--- config.mk ---
export PLATFORM = sky130hd
export DESIGN_NAME = vsc_source_ctrl
export DESIGN_NICKNAME = d
export VERILOG_FILES = /design/src/rtl/vsc_pkg.sv /design/src/rtl/vsc_source_ctrl.sv
export VERILOG_INCLUDE_DIRS = /design/src /design/src/rtl
export SDC_FILE = /design/constraint.sdc
export NUM_CORES = 1
export LEC_CHECK = 0
export ABC_AREA = 1
export BUFFER_PORTS_ARGS = -buffer_cell sky130_fd_sc_hd__clkbuf_2
export CORE_MARGIN = 10
export CORE_UTILIZATION = 35
export CTS_BUF_LIST = sky130_fd_sc_hd__clkbuf_2 sky130_fd_sc_hd__clkbuf_4 sky130_fd_sc_hd__clkbuf_8
export CTS_CLUSTER_SIZE = 40
export DETAILED_ROUTE_END_ITERATION = 8
export PLACE_DENSITY = 0.48
export SLEW_MARGIN = 5
export SYNTH_ARGS = -nofsm -noshare
export SYNTH_HDL_FRONTEND = slang
export SYNTH_SLANG_ARGS = --single-unit
--- constraint.sdc ---
create_clock -name i_clk -period 52.5 [get_ports i_clk]
set_clock_uncertainty 0.15 [all_clocks]
set_input_delay 10.5 -clock i_clk [delete_from_list [all_inputs] [get_ports i_clk]]
set_output_delay 10.5 -clock i_clk [all_outputs]
set_load 0.02 [all_outputs]
--- src/rtl/vsc_defs.svh ---
`ifndef VSC_DEFS_SVH
`define VSC_DEFS_SVH

// Register byte offsets
`define VSC_OFF_MODE_BASE 12'h000
`define VSC_MODE_PAGE     5'h00
`define VSC_OFF_NVR       12'h100
`define VSC_OFF_FVR       12'h104
`define VSC_OFF_ISR       12'h108
`define VSC_OFF_IPR       12'h10c
`define VSC_OFF_IMR       12'h110
`define VSC_OFF_CISR      12'h114
`define VSC_OFF_GMASK     12'h118
`define VSC_OFF_FFORCE    12'h11c
`define VSC_OFF_IECR      12'h120
`define VSC_OFF_IDCR      12'h124
`define VSC_OFF_ICCR      12'h128
`define VSC_OFF_ISCR      12'h12c

// Source allocation
`define VSC_SRC_FAST      5'h00
`define VSC_SRC_SYS       5'h01

// Mode register fields
`define VSC_PRIO_LSB      0
`define VSC_PRIO_MSB      2
`define VSC_TRIG_LSB      5
`define VSC_TRIG_MSB      6

// Core request image fields
`define VSC_CISR_NORMAL   0
`define VSC_CISR_FAST     1

// Reset values
`define VSC_RST_WORD      32'h0000_0000
`define VSC_RST_MODE      5'h00
`define VSC_RST_NUM       5'h00

`endif

--- src/rtl/vsc_pkg.sv ---
package vsc_pkg;

  // Trigger type: bit 1 = active high / rising, bit 0 = edge
  typedef enum logic [1:0]
  {
    VSC_TRIG_LOW_LEVEL   = 2'h0,
    VSC_TRIG_FALL_EDGE   = 2'h1,
    VSC_TRIG_HIGH_LEVEL  = 2'h2,
    VSC_TRIG_RISE_EDGE   = 2'h3
  } vsc_trig_t;

  typedef struct packed
  {
    vsc_trig_t   trig;
    logic [2:0]  prio;
  } vsc_mode_t;

  typedef struct packed
  {
    logic        fast_n;
    logic        normal_n;
  } vsc_core_req_t;

endpackage

--- src/rtl/vsc_source_ctrl.sv ---
`timescale 1ns/100ps
`include "vsc_defs.svh"

module vsc_source_ctrl
  import vsc_pkg::*;
#(
  parameter int          NSYS     = 4,
  parameter bit          HAS_FAST = 1'b1,
  parameter logic [31:0] EXT_MASK = 32'hf000_0001
)
(
  // Clock and reset
  input  wire logic              i_clk,
  input  wire logic              i_arst_n,
  // Wishbone slave
  input  wire logic              i_wb_cyc,
  input  wire logic              i_wb_stb,
  input  wire logic              i_wb_we,
  input  wire logic [11:0]       i_wb_adr,
  input  wire logic [3:0]        i_wb_sel,
  input  wire logic [31:0]       i_wb_dat,
  output logic      [31:0]       o_wb_dat,
  output logic                   o_wb_ack,
  // Interrupt sources
  input  wire logic              i_fast_request_pin,
  input  wire logic [NSYS-1:0]   i_system_source,
  input  wire logic [31:2]       i_peripheral_sources,
  input  wire logic [31:2]       i_external_request_pins,
  // Processor side
  output logic                   o_core_normal_request_n,
  output logic                   o_core_fast_request_n,
  output logic                   o_wakeup,
  output logic      [4:0]        o_current_number,
  output logic                   o_normal_vector_read,
  output logic                   o_fast_vector_read
);

  // Bus decode
  logic              bus_req;
  logic              wr_req;
  logic              rd_req;
  logic              full_wr;
  logic              ack_reg;
  logic [31:0]       rdata_reg;
  logic [31:0]       rdata_next;
  logic              hit;
  logic              nvr_rd;
  logic              fvr_rd;

  // Source state
  vsc_mode_t         mode_reg [32];
  logic [31:0]       mask_reg;
  logic [31:0]       fforce_reg;
  logic              gmask_reg;
  logic [31:0]       raw_line;
  logic [31:0]       sync1_reg;
  logic [31:0]       sync2_reg;
  logic [31:0]       prev_reg;
  logic [31:0]       latch_reg;
  logic [31:0]       pend;
  logic [31:0]       is_edge;
  logic [31:0]       cmd_set;
  logic [31:0]       cmd_clr;
  logic [31:0]       auto_clr;
  logic [4:0]        current_reg;
  logic [4:0]        sel_num;
  logic              sel_valid;
  logic              normal_act;
  logic              fast_act;
  vsc_core_req_t     core_reg;
  logic              wake_reg;

  // Single-cycle answer; side effects at the edge the request is taken
  // Held request is not taken again while ack stands
  assign bus_req = i_wb_cyc & i_wb_stb & ~ack_reg;
  assign wr_req  = bus_req & i_wb_we;
  assign rd_req  = bus_req & ~i_wb_we;
  // Command registers act only on full-word writes to avoid partial masks
  assign full_wr = wr_req & (i_wb_sel == 4'hf);
  assign nvr_rd  = rd_req & (i_wb_adr == `VSC_OFF_NVR);
  assign fvr_rd  = rd_req & (i_wb_adr == `VSC_OFF_FVR);

  // Source allocation
  always_comb
  begin
    raw_line          = '0;
    raw_line[`VSC_SRC_FAST] = HAS_FAST ? i_fast_request_pin : 1'b0;
    raw_line[`VSC_SRC_SYS]  = |i_system_source;
    // Bit index is the peripheral identifier
    for (int k = 2; k < 32; k++)
    begin
      raw_line[k] = EXT_MASK[k] ? i_external_request_pins[k]
                                : i_peripheral_sources[k];
    end
  end

  // Synchroniser and edge history, all sources, free-running clock
  // Internal lines share the path so all sources keep one latency
  always_ff @(posedge i_clk or negedge i_arst_n)
  begin
    if (!i_arst_n)
    begin
      sync1_reg <= `VSC_RST_WORD;
      sync2_reg <= `VSC_RST_WORD;
      prev_reg  <= `VSC_RST_WORD;
    end
    else
    begin
      sync1_reg <= raw_line;
      sync2_reg <= sync1_reg;
      prev_reg  <= sync2_reg;
    end
  end

  // Per-source condition and edge latch
  genvar g;
  generate
    for (g = 0; g < 32; g++)
    begin : g_src
      logic lvl;
      logic edge_hit;
      logic usable;
      vsc_trig_t t;
      logic hold_reg;

      assign t      = mode_reg[g].trig;
      assign usable = (g != 0) || HAS_FAST;
      // Internal polarity fixed active high
      assign lvl    = (EXT_MASK[g] && !t[1]) ? ~sync2_reg[g] : sync2_reg[g];
      assign edge_hit = (EXT_MASK[g] && !t[1]) ? (prev_reg[g] & ~sync2_reg[g])
                                               : (~prev_reg[g] & sync2_reg[g]);
      assign is_edge[g] = t[0];
      assign cmd_set[g] = full_wr & (i_wb_adr == `VSC_OFF_ISCR) & i_wb_dat[g];
      assign cmd_clr[g] = full_wr & (i_wb_adr == `VSC_OFF_ICCR) & i_wb_dat[g];
      assign pend[g]    = usable & (is_edge[g] ? latch_reg[g] : lvl);
      // Local flop keeps one driver per bit of the shared vector
      assign latch_reg[g] = hold_reg;

      always_ff @(posedge i_clk or negedge i_arst_n)
      begin
        if (!i_arst_n)
          hold_reg <= 1'b0;
        else if (!is_edge[g])
          hold_reg <= 1'b0;
        else if (edge_hit || cmd_set[g])
          hold_reg <= 1'b1;
        else if (cmd_clr[g] || auto_clr[g])
          hold_reg <= 1'b0;
      end
    end
  endgenerate

  // Priority pick at vector read: highest level, lowest number on ties
  // Source 0 never competes; it only feeds the fast line
  always_comb
  begin
    logic [2:0] best;
    best      = 3'h0;
    sel_num   = `VSC_RST_NUM;
    sel_valid = 1'b0;
    for (int k = 31; k >= 1; k--)
    begin
      if (pend[k] && mask_reg[k] && !fforce_reg[k] &&
          (!sel_valid || mode_reg[k].prio >= best))
      begin
        best      = mode_reg[k].prio;
        sel_num   = 5'(k);
        sel_valid = 1'b1;
      end
    end
  end

  // Auto clear the chosen source at NVR read, never a forced one; FVR read always clears source 0
  always_comb
  begin
    auto_clr = '0;
    if (nvr_rd && sel_valid && !fforce_reg[sel_num])
      auto_clr[sel_num] = 1'b1;
    if (fvr_rd)
      auto_clr[`VSC_SRC_FAST] = 1'b1;
  end

  // Enable mask
  always_ff @(posedge i_clk or negedge i_arst_n)
  begin
    if (!i_arst_n)
      mask_reg <= `VSC_RST_WORD;
    else if (full_wr && i_wb_adr == `VSC_OFF_IECR)
      mask_reg <= mask_reg | i_wb_dat;
    else if (full_wr && i_wb_adr == `VSC_OFF_IDCR)
      mask_reg <= mask_reg & ~i_wb_dat;
  end

  // Mode, forcing and general mask storage
  always_ff @(posedge i_clk or negedge i_arst_n)
  begin
    if (!i_arst_n)
    begin
      for (int k = 0; k < 32; k++)
        mode_reg[k] <= `VSC_RST_MODE;
      fforce_reg <= `VSC_RST_WORD;
      gmask_reg  <= 1'b0;
    end
    else if (wr_req && i_wb_sel[0])
    begin
      if (i_wb_adr[11:7] == `VSC_MODE_PAGE && i_wb_adr[1:0] == 2'h0)
      begin
        mode_reg[i_wb_adr[6:2]].prio <= i_wb_dat[`VSC_PRIO_MSB:`VSC_PRIO_LSB];
        mode_reg[i_wb_adr[6:2]].trig <= vsc_trig_t'(i_wb_dat[`VSC_TRIG_MSB:`VSC_TRIG_LSB]);
      end
      if (i_wb_adr == `VSC_OFF_GMASK)
        gmask_reg <= i_wb_dat[0];
      if (i_wb_adr == `VSC_OFF_FFORCE && (i_wb_sel == 4'hf))
        fforce_reg <= i_wb_dat;
    end
  end

  // Current interrupt number latched at the normal vector read
  always_ff @(posedge i_clk or negedge i_arst_n)
  begin
    if (!i_arst_n)
      current_reg <= `VSC_RST_NUM;
    else if (nvr_rd && sel_valid)
      current_reg <= sel_num;
  end

  // Requests; source 0 and forced sources go to the fast line
  assign normal_act = |(pend & mask_reg & ~fforce_reg & 32'hffff_fffe);
  assign fast_act   = (pend[`VSC_SRC_FAST] & mask_reg[`VSC_SRC_FAST]) |
                      (|(pend & mask_reg & fforce_reg));
  // Wake-up skips the general mask so an event still rouses an idle core

  always_ff @(posedge i_clk or negedge i_arst_n)
  begin
    if (!i_arst_n)
    begin
      core_reg <= '{fast_n: 1'b1, normal_n: 1'b1};
      wake_reg <= 1'b0;
    end
    else
    begin
      core_reg.normal_n <= ~(normal_act & ~gmask_reg);
      core_reg.fast_n   <= ~(fast_act & ~gmask_reg);
      wake_reg          <= normal_act | fast_act;
    end
  end

  // Read mux
  // Unmapped reads return zero and are still acked
  always_comb
  begin
    hit        = 1'b1;
    rdata_next = `VSC_RST_WORD;
    if (i_wb_adr[11:7] == `VSC_MODE_PAGE)
    begin
      rdata_next[`VSC_PRIO_MSB:`VSC_PRIO_LSB] = mode_reg[i_wb_adr[6:2]].prio;
      rdata_next[`VSC_TRIG_MSB:`VSC_TRIG_LSB] = mode_reg[i_wb_adr[6:2]].trig;
    end
    else
    begin
      unique case (i_wb_adr)
        `VSC_OFF_NVR:    rdata_next[4:0] = sel_valid ? sel_num : current_reg;
        `VSC_OFF_FVR:    rdata_next[4:0] = `VSC_SRC_FAST;
        `VSC_OFF_ISR:    rdata_next[4:0] = current_reg;
        `VSC_OFF_IPR:    rdata_next = pend;
        `VSC_OFF_IMR:    rdata_next = mask_reg;
        `VSC_OFF_CISR:
        begin
          rdata_next[`VSC_CISR_NORMAL] = ~core_reg.normal_n;
          rdata_next[`VSC_CISR_FAST]   = ~core_reg.fast_n;
        end
        `VSC_OFF_GMASK:  rdata_next[0] = gmask_reg;
        `VSC_OFF_FFORCE: rdata_next = fforce_reg;
        `VSC_OFF_IECR, `VSC_OFF_IDCR, `VSC_OFF_ICCR, `VSC_OFF_ISCR:
          rdata_next = `VSC_RST_WORD;
        default:         hit = 1'b0;
      endcase
    end
  end

  always_ff @(posedge i_clk or negedge i_arst_n)
  begin
    if (!i_arst_n)
    begin
      ack_reg   <= 1'b0;
      rdata_reg <= `VSC_RST_WORD;
    end
    else
    begin
      ack_reg <= bus_req;
      if (rd_req)
        rdata_reg <= hit ? rdata_next : `VSC_RST_WORD;
    end
  end

  // Vector read strobes for the priority and vectoring logic
  always_ff @(posedge i_clk or negedge i_arst_n)
  begin
    if (!i_arst_n)
    begin
      o_normal_vector_read <= 1'b0;
      o_fast_vector_read   <= 1'b0;
    end
    else
    begin
      o_normal_vector_read <= nvr_rd;
      o_fast_vector_read   <= fvr_rd;
    end
  end

  assign o_wb_ack                = ack_reg;
  assign o_wb_dat                = rdata_reg;
  assign o_core_normal_request_n = core_reg.normal_n;
  assign o_core_fast_request_n   = core_reg.fast_n;
  assign o_wakeup                = wake_reg;
  assign o_current_number        = current_reg;

endmodule

==> metrics.md <==
| Metric | Value |
|---|---|
| Status | finished clean |
| Critical Path RT | around 53 ns |
| Area of the multi-input gates | just under 10000 um^2 |
| Drt wl/cell | just over 20 um |
| Post_cts resized | 0 |
| Critical Path Most Common Cell | nand2_1 |
| Worst setup SP type | flop |
| Vias | around 20000 |
| Critical-path maximum fanout | 12 |
| CTS H-Tree Depth | 3 |
| Largest family of logic cells by synthesized area | simple AND/OR/NAND/NOR gates |
| Slowest CP cell | nand2_1 |
| Proportion of synthesized area in mux cells | 0 |
| Final setup vio count | 0 |
| Total gr overflow | 0 |
| Final Hold Fails | 0 |
| Final net count | between 3000 and 4000 |
| Reg2reg end | g_src[28].hold_reg |
| Area Growth Syn to Fin | 14.8% |
| Hold Path Depth | 0 |
| Die span in y | about 270 um |
| Synthesized flop and latch total | ~400 |
| DRT antenna net count | 0 |
| Register Area | just under 10000 um^2 |
| GRT Overall Usage | 0.214 |
| Complex-gate fraction of the synthesized area | 0.183 |
| Filler instances | 6242 |
| Crit path to | g_src[28].hold_reg |
| Ports | between 150 and 200 |
| R2R cell count | 285 |
| Slack of the worst reg-to-reg path | approximately 18 ns |
| WS Path Type | reg2reg |
| HP Class | reg2reg |
| Synth Area in Adders | 0.0391 |
| Area share of xor/xnor cells in the synthesized design | 0 |
| Die Area | 71600 um^2 |
| CTS Hold Bufs | 0 |
| Hold Path Origin | sync1_reg[11] |
| Routed WL | around 77 mm |
| Max Clk Rate | between 0.02 and 0.03 GHz |
| RSZ-0062 raised after global routing | no |
| Die Width | 268 um |
| Mapped Area | between 20000 and 25000 um^2 |
| Drt first pass iters | 6 |
| Num Clock Sinks | between 300 and 400 |
| Worst-skew pair later-pin latency | about 0.66 ns |
| Simple-Gate Fraction of Synth Area | 0.235 |
| R2R Path Start | g_src[31].t[1] |
| Row cnt | 90 |
| Max reg flops | between 90 and 100 |
| CTS buffer count | 73 |
| Max cap viols | 0 |
| Crit. End Element | flop |
| 1st-iter DRT viols | roughly 1600 |
| Vias in the first global route | a little under 20000 |
| Post-synth top area cell | dfrtp_1 |
| Mapped Cells | approximately 2700 |
| Final Slew Violations | 0 |
| Slew HR | 0.235 |
| Worst Tran Pin Value | approximately 1.1 ns |
| Clock Path Buffers | 3 |
| Initial Utilization | 0.354 |
| Largest net degree at the start of global routing | roughly 160 |
| Clock-pin slew on the worst setup and hold paths | 0.06 ns |
| Share of cells above drive strength 1 | 0.165 |
| Tcrit/Tclk final | 0.654 |
| Core ar. | 60600 um^2 |
| Sum of negative setup slack | 0 ns |
| Critical path origin | g_src[31].t[1] |
| Port buffer count | 130 |
| CP max stage delay | about 0.55 ns |
| Dpl hpwl | 55.5 mm |
| Avg Inst Size Synth | 7.93 um^2 |
| Sequential fraction of the synthesis area | 0.462 |
| Post-synthesis cell type count | 60 |
| First-pass GRT wire length | 117 mm |
| Post-layout min period | between 30 and 40 ns |
| Post-Syn Nets | 2891 |
| GP Congestion | around 0.9 |
| Design area | approximately 25000 um^2 |
| CTS root buf | clkbuf_8 |
| Setup Fix Bufs, Post-CTS | 0 |
| DRC violations left | 0 |
| Warnings from Yosys | 0 |
| Top cells by area, synth | dfrtp_1, nand2_1, o21ai_0, inv_1, ha_1 |
| Via/cell ratio | 5.29 |
| Arr. time, crit path | roughly 35 ns |
| Yosys top cell area share | 0.459 |
| CTS tree | yes |
| Placed inst area | 23000 um^2 |
| Initial antenna violation count | 4 |
area by class of cell:
cell class / count / area share
sequential: 396 / 0.402
multi-input combinational: 1850 / 0.399
inverter: 382 / 0.0586
clock buffer: 107 / 0.0549
tap: 782 / 0.0397
timing repair buffer: 158 / 0.0358
clock inverter: 22 / 0.00929
antenna: 5 / 0.000508
cells in the final DEF (no fill, tap or decap), drive strengths merged, types with 7 or more instances in the layout:
| master | instances |
|---|---|
| clkinv | 20 |
| nor3 | 23 |
| a21oi | 66 |
| nand4 | 16 |
| inv | 378 |
| nor2 | 105 |
| o21ai | 444 |
| buf | 29 |
| nand3 | 144 |
| or2 | 8 |
| o221ai | 18 |
| o2111ai | 7 |
| ha | 67 |
| dfrtp | 394 |
| clkbuf | 236 |
| nor4 | 10 |
| o22ai | 120 |
| o21bai | 11 |
| nand2 | 768 |
metal layers:
layer  up-vias  GRT usage  part of all wire
li1       9326          -                 -
met1      9517      0.299              0.46
met2       611      0.327              0.44
met3       128     0.0361             0.065
met4         4     0.0805             0.032
met5         -          0           0.00050
cell usage after synthesis (all sizes together):
master	n
buf	7
a2111oi	1
nor2	105
a21o	1
o211ai	4
a21boi	1
dfstp	2
nand3	144
ha	67
a22o	4
and2	2
o221ai	18
clkinv	6
a22oi	5
or4	3
nand4	16
o2111ai	7
nor4	10
o22ai	120
o22a	4
inv	376
clkbuf	71
o21ai	444
o21bai	11
a211oi	1
a221oi	4
nor3	23
or2	8
a311oi	1
a21oi	66
o31ai	2
o311ai	2
a31oi	6
o41ai	1
dfrtp	394
nand2	768
nand3b	1
worst max-delay path: cells and delay by family (launching register included):
family          cells  cell delay [ns]
fa+ha+maj          30             8.67
simple gates      144            12.48
buf+inv            46             2.62
compound gates     65             9.77
flops               1             0.40
per-stage QoR:
stage / utilization / hold WS, ns / setup slack [ns] / std cells
2_1_floorplan: - / 0.181 / 23.57 / 2706
4_1_cts: 0.407 / 0.196 / 18.10 / 3697
3_5_place_dp: 0.380 / 0.185 / 18.20 / 3568
5_1_grt: 0.407 / 0.202 / 13.84 / 3701
6_report: 0.407 / 0.193 / 18.15 / 3702
3_3_place_gp: 0.380 / 0.182 / 18.88 / 3568
cell families after synthesis:
group,Yosys count
AOI/OAI and AO/OA,703
and+or+nand+nor,1080
adders and majority gates,67
buffers and inverters,460
DFF,396
worst min path at each step:
| stage | endpoint | slack, ns |
|---|---|---|
| final | sync2_reg[11] | 0.19 |
| after global routing | sync2_reg[10] | 0.20 |
| after CTS | sync2_reg[24] | 0.20 |
| after floorplan | sync2_reg[0] | 0.18 |
| after detailed placement | sync2_reg[24] | 0.18 |
| after global placement | sync2_reg[12] | 0.18 |
Power is left out: the tool's default activity adds up to more than one toggle a clock period on the data nets, which glitch-free logic cannot reach.
